===== src/hw/sac_pkg.sv =====
package sac_pkg;

  // Clock and bus timing
  localparam int CLK_PERIOD_NS = 10;
  localparam int BUS_FREE_NS = 800;
  localparam int ARB_DELAY_NS = 2400;
  localparam int CLEAR_SETTLE_NS = 1200;
  localparam int SEL_TIMEOUT_US = 250;
  localparam int BUS_FREE_CYC = (BUS_FREE_NS + CLK_PERIOD_NS - 1) / CLK_PERIOD_NS;
  localparam int ARB_DELAY_CYC =
    (ARB_DELAY_NS + CLK_PERIOD_NS - 1) / CLK_PERIOD_NS;
  localparam int SETTLE_CYC =
    (CLEAR_SETTLE_NS + CLK_PERIOD_NS - 1) / CLK_PERIOD_NS;
  localparam int SEL_TIMEOUT_CYC = SEL_TIMEOUT_US * 1000 / CLK_PERIOD_NS;
  localparam int FREE_W = $clog2(BUS_FREE_CYC + 1);
  // Cycles for our own drive to come back through the input flops
  localparam int ECHO_CYC = 2;

  // Arbitration mode codes
  localparam logic [1:0] ARB_SIMPLE = 2'h0;
  localparam logic [1:0] ARB_FULL = 2'h3;

  // Phase code {msg, cd, io} of the message out phase
  localparam logic [2:0] PHASE_MSG_OUT = 3'h6;

  // scsi_control_zero layout, bit 7 down to bit 0
  typedef struct packed {
    logic arbitration_mode_high;
    logic arbitration_mode_low;
    logic start;
    logic select_with_attention;
    logic parity_check_enable;
    logic parity_generate_enable;
    logic attention_on_parity_error;
    logic default_target_role;
  } sac_ctl0_t;

  localparam sac_ctl0_t CTL0_RESET = 8'h00;

  // SCSI bus lines, 1 means asserted
  typedef struct packed {
    logic bsy;
    logic sel;
    logic atn;
    logic ack;
    logic req;
    logic msg;
    logic cd;
    logic io;
    logic parity;
    logic [7:0] data;
  } sac_bus_t;

  localparam sac_bus_t BUS_IDLE = 17'h00000;

  // Sticky status flags
  typedef struct packed {
    logic sel_timeout;
    logic func_complete;
    logic won_arb;
    logic lost_arb;
    logic parity_error;
  } sac_stat_t;

  localparam sac_stat_t STAT_RESET = 5'h00;

endpackage


===== src/hw/sac_scsi_arbitration_control.sv =====
module sac_scsi_arbitration_control
  import sac_pkg::*;
#(
  parameter int SEL_TIMEOUT_CYCLES = SEL_TIMEOUT_CYC
) (
  // Clock and reset
  input wire logic clock,
  input wire logic rst,
  // Control register port
  input wire logic ctl_wr,
  input wire sac_ctl0_t ctl_wdata,
  output sac_ctl0_t ctl0_q,
  // Host side
  input wire logic [2:0] own_id,
  input wire logic [2:0] dest_id,
  input wire logic enable_reselect,
  input wire logic host_even_parity,
  input wire logic odl_wr,
  input wire logic [7:0] odl_data,
  input wire logic [3:0] host_parity_lines,
  input wire sac_stat_t stat_clr,
  // Status
  output sac_stat_t stat_q,
  output logic connected_q,
  output logic role_target_q,
  // SCSI bus pins
  input wire sac_bus_t bus_i,
  output sac_bus_t bus_o,
  output sac_bus_t bus_oe_n
);

  localparam int CW = $clog2(SEL_TIMEOUT_CYCLES + 1);

  if (SEL_TIMEOUT_CYCLES <= ARB_DELAY_CYC) begin : g_chk
    $error("Selection timeout shorter than arbitration delay");
  end

  typedef enum logic [2:0] {
    ST_IDLE, ST_WAIT_FREE, ST_ARB, ST_HOLD, ST_SETTLE, ST_SEL_WAIT,
    ST_XFER, ST_RESP
  } sac_state_t;

  sac_state_t st_q, st_d;
  sac_bus_t s1_q, s_q, drv_d, bus_o_q, oe_n_q;
  sac_ctl0_t ctl_q, ctl_d;
  sac_stat_t stat_r, stat_set;
  logic [CW-1:0] cnt_q;
  logic [FREE_W-1:0] free_cnt_q;
  logic free_q, conn_q, conn_set, role_q, atn_q, atn_d, ack_q;
  logic [7:0] odl_q;
  logic par_out_q, prev_req_q, prev_ack_q;

  // Input lines go through two flip-flops
  always_ff @(posedge clock) begin
    s1_q <= bus_i;
    s_q <= s1_q;
  end

  // Decodes
  wire [1:0] mode = {ctl_q.arbitration_mode_high,
                     ctl_q.arbitration_mode_low};
  wire mode_simple = (mode == ARB_SIMPLE);
  wire mode_full = (mode == ARB_FULL);
  wire [7:0] own_mask = 8'h01 << own_id;
  wire [7:0] dest_mask = 8'h01 << dest_id;
  wire [7:0] above_mask = ~8'((own_mask << 1) - 8'h01);
  wire higher_id = |(s_q.data & above_mask);
  wire abort = ctl_q.parity_generate_enable & host_parity_lines[3];
  wire arb_done = (cnt_q >= CW'(ARB_DELAY_CYC - 1));
  wire settle_done = (cnt_q >= CW'(SETTLE_CYC - 1));
  wire sel_timeout = (cnt_q >= CW'(SEL_TIMEOUT_CYCLES - 1));
  wire [2:0] phase = {s_q.msg, s_q.cd, s_q.io};
  wire req_rise = s_q.req & ~prev_req_q;
  wire ack_rise = s_q.ack & ~prev_ack_q;
  wire bus_free_now = ~s_q.bsy & ~s_q.sel;
  // Own BSY and SEL still echo on the inputs just after a state change
  wire echo_gone = (cnt_q >= CW'(ECHO_CYC));
  wire selected = (st_q == ST_IDLE) & echo_gone & enable_reselect &
                  s_q.sel & ~s_q.bsy & |(s_q.data & own_mask);

  // Received byte strobes: initiator on REQ, target on ACK
  wire rx_init = (st_q == ST_XFER) & req_rise & s_q.io & ~ack_q;
  wire rx_tgt = (st_q == ST_RESP) & ack_rise & ~s_q.io;
  wire rx_bad = ~^{s_q.data, s_q.parity};
  wire scsi_perr = ctl_q.parity_check_enable & (rx_init | rx_tgt) &
                   rx_bad;
  // Host parity, made odd when the host bus runs even
  wire host_par_odd = host_parity_lines[0] ^ host_even_parity;
  wire host_perr = ctl_q.parity_check_enable &
                   ~ctl_q.parity_generate_enable & odl_wr &
                   ~^{odl_data, host_par_odd};
  wire any_perr = scsi_perr | host_perr;
  wire auto_atn = any_perr & ctl_q.attention_on_parity_error &
                  ctl_q.parity_check_enable & conn_q &
                  ~role_q;

  // Sequencer
  always_comb begin
    st_d = st_q;
    stat_set = STAT_RESET;
    conn_set = 1'b0;
    case (st_q)
      ST_IDLE: begin
        if (selected) begin
          st_d = ST_RESP;
          conn_set = 1'b1;
        end else if (ctl_q.start && (mode_simple || mode_full)) begin
          st_d = ST_WAIT_FREE;
        end
      end
      ST_WAIT_FREE: begin
        if (free_q) begin
          st_d = ST_ARB;
        end
      end
      ST_ARB: begin
        if (mode_simple && s_q.sel) begin
          st_d = ST_IDLE;
          stat_set.lost_arb = 1'b1;
        end else if (mode_full && (s_q.sel || higher_id)) begin
          st_d = ST_WAIT_FREE;
        end else if (arb_done && mode_simple) begin
          st_d = ST_HOLD;
          conn_set = 1'b1;
        end else if (arb_done) begin
          st_d = ST_SETTLE;
          stat_set.won_arb = 1'b1;
        end
      end
      ST_SETTLE: begin
        if (settle_done) begin
          st_d = ST_SEL_WAIT;
        end
      end
      ST_SEL_WAIT: begin
        if (s_q.bsy && echo_gone) begin
          st_d = ST_XFER;
          stat_set.func_complete = 1'b1;
          conn_set = 1'b1;
        end else if (sel_timeout) begin
          st_d = ST_IDLE;
          stat_set.sel_timeout = 1'b1;
        end
      end
      ST_XFER: begin
        if (!s_q.bsy) begin
          st_d = ST_IDLE;
        end
      end
      ST_HOLD, ST_RESP: st_d = st_q;
      default: st_d = ST_IDLE;
    endcase
    if (abort && st_q != ST_IDLE) begin
      st_d = ST_IDLE;
    end
    stat_set.parity_error = any_perr;
  end

  wire seq_end = (st_q != ST_IDLE) & (st_q != ST_RESP) &
                 ((st_d == ST_IDLE) | (st_d == ST_HOLD) |
                  (st_d == ST_XFER));

  // Start clears itself when the sequence ends, a write wins
  always_comb begin
    ctl_d = ctl_q;
    if (seq_end || (ctl_q.start && !mode_simple && !mode_full)) begin
      ctl_d.start = 1'b0;
    end
    if (ctl_wr) begin
      ctl_d = ctl_wdata;
    end
  end

  // ATN: selection attention or automatic on parity error
  always_comb begin
    atn_d = atn_q;
    if (st_q == ST_SETTLE && settle_done) begin
      atn_d = ctl_q.select_with_attention;
    end
    if (auto_atn) begin
      atn_d = 1'b1;
    end
    if ((st_q == ST_XFER) && (phase == PHASE_MSG_OUT) && ack_q &&
        !s_q.req) begin
      atn_d = 1'b0;
    end
    if (st_d == ST_IDLE) begin
      atn_d = 1'b0;
    end
  end

  // Line drive for the next cycle, from the state held then
  wire xfer_stay = (st_q == ST_XFER) & (st_d == ST_XFER);
  always_comb begin
    drv_d = BUS_IDLE;
    case (st_d)
      ST_ARB, ST_HOLD: begin
        drv_d.bsy = 1'b1;
        drv_d.data = own_mask;
      end
      ST_SETTLE: begin
        drv_d.bsy = 1'b1;
        drv_d.sel = 1'b1;
        drv_d.data = own_mask;
      end
      ST_SEL_WAIT: begin
        drv_d.sel = 1'b1;
        drv_d.data = own_mask | dest_mask;
      end
      ST_RESP: drv_d.bsy = 1'b1;
      ST_XFER: begin
        if (xfer_stay && !s_q.io && (ack_q || req_rise)) begin
          drv_d.data = odl_q;
          drv_d.parity = par_out_q;
        end
      end
      default: drv_d = BUS_IDLE;
    endcase
    drv_d.ack = xfer_stay & (req_rise | (ack_q & s_q.req));
    drv_d.atn = atn_d;
  end

  always_ff @(posedge clock) begin
    if (rst) begin
      st_q <= ST_IDLE;
      ctl_q <= CTL0_RESET;
      stat_r <= STAT_RESET;
      cnt_q <= '0;
      free_cnt_q <= '0;
      free_q <= 1'b0;
      conn_q <= 1'b0;
      role_q <= 1'b0;
      atn_q <= 1'b0;
      ack_q <= 1'b0;
      odl_q <= 8'h00;
      par_out_q <= 1'b0;
      prev_req_q <= 1'b0;
      prev_ack_q <= 1'b0;
      bus_o_q <= BUS_IDLE;
      oe_n_q <= ~BUS_IDLE;
    end else begin
      st_q <= st_d;
      ctl_q <= ctl_d;
      stat_r <= (stat_r & ~stat_clr) | stat_set;
      cnt_q <= (st_d != st_q) ? '0 : CW'(cnt_q + 1'b1);
      free_cnt_q <= !bus_free_now ? '0 :
                    free_q ? free_cnt_q : FREE_W'(free_cnt_q + 1'b1);
      free_q <= bus_free_now &&
                (free_cnt_q >= FREE_W'(BUS_FREE_CYC - 1));
      atn_q <= atn_d;
      ack_q <= drv_d.ack;
      prev_req_q <= s_q.req;
      prev_ack_q <= s_q.ack;
      bus_o_q <= drv_d;
      oe_n_q <= ~drv_d;
      if (odl_wr) begin
        odl_q <= odl_data;
        par_out_q <= ctl_q.parity_generate_enable ? ~^odl_data
                   : host_par_odd;
      end
      if (conn_set) begin
        conn_q <= 1'b1;
        role_q <= (st_q == ST_IDLE) ? ~s_q.io : 1'b0;
      end else if (conn_q && bus_free_now && !drv_d.bsy) begin
        conn_q <= 1'b0;
        role_q <= ctl_q.default_target_role;
      end else if (!conn_q) begin
        role_q <= ctl_q.default_target_role;
      end
    end
  end

  assign ctl0_q = ctl_q;
  assign stat_q = stat_r;
  assign connected_q = conn_q;
  assign role_target_q = role_q;
  assign bus_o = bus_o_q;
  assign bus_oe_n = oe_n_q;

  // Checks
  start_self_clear_a: assert property (@(posedge clock) disable iff (rst)
    (seq_end && !ctl_wr) |=> !ctl_q.start)
    else $error("start bit not cleared at sequence end");

  simple_lost_a: assert property (@(posedge clock) disable iff (rst)
    (st_q == ST_ARB && mode_simple && s_q.sel && !abort) |=>
      (stat_r.lost_arb && oe_n_q.bsy && oe_n_q.data == 8'hFF))
    else $error("simple arbitration loss not handled");

  full_retry_a: assert property (@(posedge clock) disable iff (rst)
    (st_q == ST_ARB && mode_full && (s_q.sel || higher_id) && !abort)
      |=> (st_q == ST_WAIT_FREE && oe_n_q.bsy))
    else $error("full arbitration did not back off");

  won_flag_a: assert property (@(posedge clock) disable iff (rst)
    (st_q == ST_ARB && mode_full && arb_done && !s_q.sel && !higher_id &&
     !abort) |=> (stat_r.won_arb && st_q == ST_SETTLE))
    else $error("won arbitration flag missing");

  sel_atn_a: assert property (@(posedge clock) disable iff (rst)
    (st_q == ST_SEL_WAIT && $past(st_q) == ST_SETTLE) |->
      (oe_n_q.atn == !$past(ctl_q.select_with_attention) && oe_n_q.bsy &&
       !oe_n_q.sel))
    else $error("ATN wrong during selection");

  timeout_release_a: assert property (@(posedge clock)
    disable iff (rst)
    (st_q == ST_SEL_WAIT && sel_timeout && !s_q.bsy) |=>
      (oe_n_q.sel && oe_n_q.atn && stat_r.sel_timeout))
    else $error("timeout did not drop SEL and ATN together");

  no_parity_report_a: assert property (@(posedge clock)
    disable iff (rst)
    (!ctl_q.parity_check_enable && stat_clr.parity_error) |=>
      !stat_r.parity_error)
    else $error("parity error reported while checking off");

  auto_atn_a: assert property (@(posedge clock) disable iff (rst)
    (auto_atn && rx_init && st_d == ST_XFER) |=>
      (!oe_n_q.atn && !oe_n_q.ack))
    else $error("ATN not raised before ACK release");

  connect_a: assert property (@(posedge clock) disable iff (rst)
    (st_q == ST_SEL_WAIT && s_q.bsy && echo_gone && !abort) |=>
      (conn_q && stat_r.func_complete && !role_q))
    else $error("connected not set after selection");

  gen_parity_a: assert property (@(posedge clock) disable iff (rst)
    (odl_wr && ctl_q.parity_generate_enable) |=>
      (par_out_q == ~^$past(odl_data)))
    else $error("generated parity not odd");

endmodule


===== config.mk =====
export PLATFORM = sky130hd
export DESIGN_NAME = sac_scsi_arbitration_control
export DESIGN_NICKNAME = d
export VERILOG_FILES = /design/src/hw/sac_pkg.sv /design/src/hw/sac_scsi_arbitration_control.sv
export SDC_FILE = /design/constraint.sdc
export NUM_CORES = 1
export LEC_CHECK = 0
export ABC_CLOCK_PERIOD_IN_PS = 7700
export BUFFER_PORTS_ARGS = -buffer_cell sky130_fd_sc_hd__buf_4
export CAP_MARGIN = 20
export CORE_MARGIN = 2
export CORE_UTILIZATION = 55
export CTS_CLUSTER_SIZE = 40
export DETAILED_ROUTE_END_ITERATION = 6
export PLACE_DENSITY = 0.84
export REMOVE_ABC_BUFFERS = 1
export SYNTH_ARGS = -nofsm -noshare
export SYNTH_HDL_FRONTEND = slang
export SYNTH_SLANG_ARGS = --single-unit

===== constraint.sdc =====
create_clock -name clock -period 7.7 [get_ports clock]
set_input_delay 0.385 -clock clock [delete_from_list [all_inputs] [get_ports clock]]
set_output_delay 0.385 -clock clock [all_outputs]
set_load 0.005 [all_outputs]

==> summary by stage <==
Logic synthesis
After synthesis, the share of flip-flops with an asynchronous set or reset is 0%. Counting every instance in the synthesized netlist gives 500. The number of storage elements in the synthesis netlist is 110. The number of enable-type register cells in the synthesized netlist is 0.

A synthesized cell averages 9.74 µm². The synthesis warning total is 0. The most used flip-flop cell after synthesis is dfxtp_1. Of the synthesized area, sequential elements account for 45.2%.

The post-synthesis instance area is 4870 µm². The number of different library cells in the post-synthesis netlist is 74.

Final layout
The final cell count without fillers is 688. The post-synthesis to final-layout area growth is 18.0%. The layout cell share with drive strength beyond 1 is 23.6%. The total non-filler cell area in the finished layout is 5750 µm².

The final antenna diode count is 0. After the last flow step, the layout net total stands at 635.

Worst setup path
In this run the worst path has a maximum fanout of 17. By startpoint and endpoint, the worst setup path is classified as input pin to flip-flop. The sort of element at the end of the critical path is a flip-flop. The maximum single-stage delay on the critical path is 840 ps. The critical-path cell with the highest stage delay is a21oi_1.

The required time at the endpoint of the critical path is 7920 ps. Walking the worst path, the cells encountered are buf_4 > nor3_2 > inv_1 > ha_1 > nand2b_1 > a21boi_1 > a2111oi_2 > nor2_1 > a21oi_1 > nor4b_1 > and2b_1 > nor3b_1 > o21ai_0. For the worst setup path, the data arrival time is 4120 ps. The worst setup path is launched from an input pin.

Clock network
The number of buffers inserted during clock tree synthesis is 9. The total number of clock tree sinks is 110. In this run, post-CTS repair resized a total of 0 instances. The clock latency reported for the late side of the worst-skew pair is 380 ps. The number of setup buffers added after CTS is 0.

The clock tree synthesis step divided the H-tree into 3 levels. The register clock-pin slew on the reported worst setup and hold paths is 110 ps. The longest clock path from root to sink contains 2 buffers.

The cell sitting at the root of the clock tree is a clkbuf_8. In this run, post-CTS hold repair placed 0 buffers. The CTS tree is done.

STA
The clock skew is 13.3 ps. The total count of max-transition violations in the final report came to 0. The remaining max-slew budget at the tightest pin is 30.6%. The final count of negative-setup-slack endpoints is 0. The final setup slack of the worst path is 3800 ps. The share of the clock period used by the worst path is 50.7%. After routing, the total negative slack on setup checks comes to 0 ps. The count of endpoints failing hold in the final timing report is 0. Setup repair after global routing left no endpoint under its margin.

Based on the critical path, the design can be clocked at up to 256 MHz. The smallest clock period supported by the final layout is computed as 3900 ps. The transition at the pin with the smallest max-transition slack is 1040 ps.

Worst hold path
The kind of path behind the tightest hold check is input pin to flip-flop.

Floorplan
The core area is 8640 µm². The die covers 9630 µm². The cell row count is 34.

The initial utilization of the core area, before any placement, comes to 56.4%. The horizontal die dimension is 98.1 µm. The I/O pin count is 103.

The die is 98.1 µm tall.

Detailed routing
The detail route stage leaves a number of antenna-violating nets equal to 0. The via count normalized by instance count is 5.73. The average routed wire per standard cell is 15.3 µm. The number of DRC violations after detailed-routing iteration 0 is 226.

The number of iterations in the first detailed-routing pass is 4. The total via count after detailed routing is 3943. The final wirelength is 10.5 mm. In the routed design, unresolved DRC markers number 0.

Placed design
The wire-length estimate of the detail-placed layout is 7.66 mm. At the end of routability-driven placement, the weighted congestion stood at 0.893. The number of port buffers is 91.

The pre-CTS worst setup slack is 3540 ps. The placed standard-cell area is 5540 µm². In this run, placement finished with an instance count of 672.

GRT
After global routing the overflow that remains totals 0. The first global-routing pass estimated 17.7 mm of wire. The via count of the first global-routing pass was 3761. For this run, global-route usage on met3 was measured as 5.30%. The number of antenna violations at the first check in global routing came to 0. The maximum number of pins on one net before global-route repair is 49. The met1 usage is 29.5%. For met2 alone, demand over resource in global routing was 35.7%. In this run the most used layer during global routing was met2. Global routing used 22.3% of the available tracks.

Job
The count of max-cap constraint violations is 0.

Power
Dividing total power by cell area gives a power density of 244 nW/µm². Summed over all cells, the static leakage comes to 2.41 nW. IR analysis of the VDD net gives a maximum drop of 0.000160 V.

Status
The run finished with clean final reports.
[where the power goes]
group / internal (mW) / switching (mW)
Sequential: 0.599 / 0.0297
Combinational: 0.145 / 0.268
Clock: 0.158 / 0.206
Total: 0.901 / 0.504
[worst paths after layout]
kind	to	from	depth (start not counted)	slack, ps
min reg2reg	s_q[4]	s1_q[4]	0	340
max reg2reg	bus_oe_n[1]	cnt_q[0]	11	3990
min	s1_q[13]	bus_i[13]	1	100
max	bus_oe_n[1]	own_id[2]	13	3800
[critical path: cells and delay by family]
family                     cells  cell delay [ps]
and+or+nand+nor                6             1670
adders and majority gates      1              290
buffers and inverters          2              240
AOI/OAI and AO/OA              4             1530
[logic make-up (layout without fill, tap and decap cells)]
logic type | after synthesis | count (layout) | share of synthesized area [%]
other cells | 2 | 8 | 0.154
flops | 110 | 110 | 45.2
compound gates | 89 | 89 | 13.9
simple gates | 178 | 178 | 22.3
mux | 22 | 22 | 4.62
fa+ha+maj | 6 | 6 | 1.54
xor+xnor | 38 | 38 | 6.83
buf+inv | 55 | 129 | 5.42
[stage by stage]
step | hold slack, ps | utilization (%) | total power, mW
2_1_floorplan | 310 | - | 0.912
3_3_place_gp | 312 | 64.1 | 1.04
3_5_place_dp | 313 | 64.1 | 1.05
4_1_cts | 92.3 | 66.6 | 1.40
5_1_grt | 78.4 | 66.6 | 1.47
6_report | 103 | 66.6 | 1.40
[flip-flops by register name (all words and copies together), names as in the netlist, 3 cells and up]
| signal | count |
|---|---|
| bus_o | 11 |
| bus_oe_n | 13 |
| cnt_q | 15 |
| ctl0_q | 8 |
| free_cnt_q | 7 |
| odl_q | 8 |
| phase | 3 |
| s1_q | 16 |
| s_q | 13 |
| st_q | 3 |
| stat_q | 5 |
[routing by layer]
metal,routed length [µm],vias up
met5,0,-
met4,209,0
met3,780,21
met2,4940,158
met1,4600,1849
li1,-,1915
[cell type report]
cell class | instances | area [µm²]
clock buffers | 9 | 124
clock inverters | 7 | 88.8
fillers | 684 | 2890
inverters | 21 | 78.8
multi-input cells | 341 | 2430
flip-flops and latches | 110 | 2200
well taps | 108 | 135
repair buffers | 92 | 691
[cells in the mapped netlist (all sizes together) (10+ instances only)]
cell,number,area (µm²)
clkbuf,10,37.5
nor2,45,188
dfxtp,110,2200
a21oi,15,75.1
nor4,18,196
nor3,13,75.1
nand2,27,101
xnor2,19,166
inv,21,78.8
buf,24,148
mux2i,21,210
o21ai,19,95.1
xor2,19,166
[placed cells by master (no fill, tap or decap), types with 4 or more instances in the layout]
master	n
clkbuf_8	9
or3_1	4
inv_1	21
and4_1	6
xor2_1	19
nand2_1	27
and3_1	6
o21ai_0	14
and2_1	5
buf_4	92
nor3b_1	7
o31ai_1	4
a32o_1	4
o21a_1	6
mux2i_1	21
o21ai_1	5
nand2b_1	6
nor3_1	11
ha_1	6
a21oi_1	15
nor4_2	11
nand4_1	8
nand3_1	7
nor2b_1	8
dfxtp_1	110
nor4_1	6
nor2_1	43
xnor2_1	19
conb_1	8
a211oi_1	4
Power figures use the tool's default switching activity.
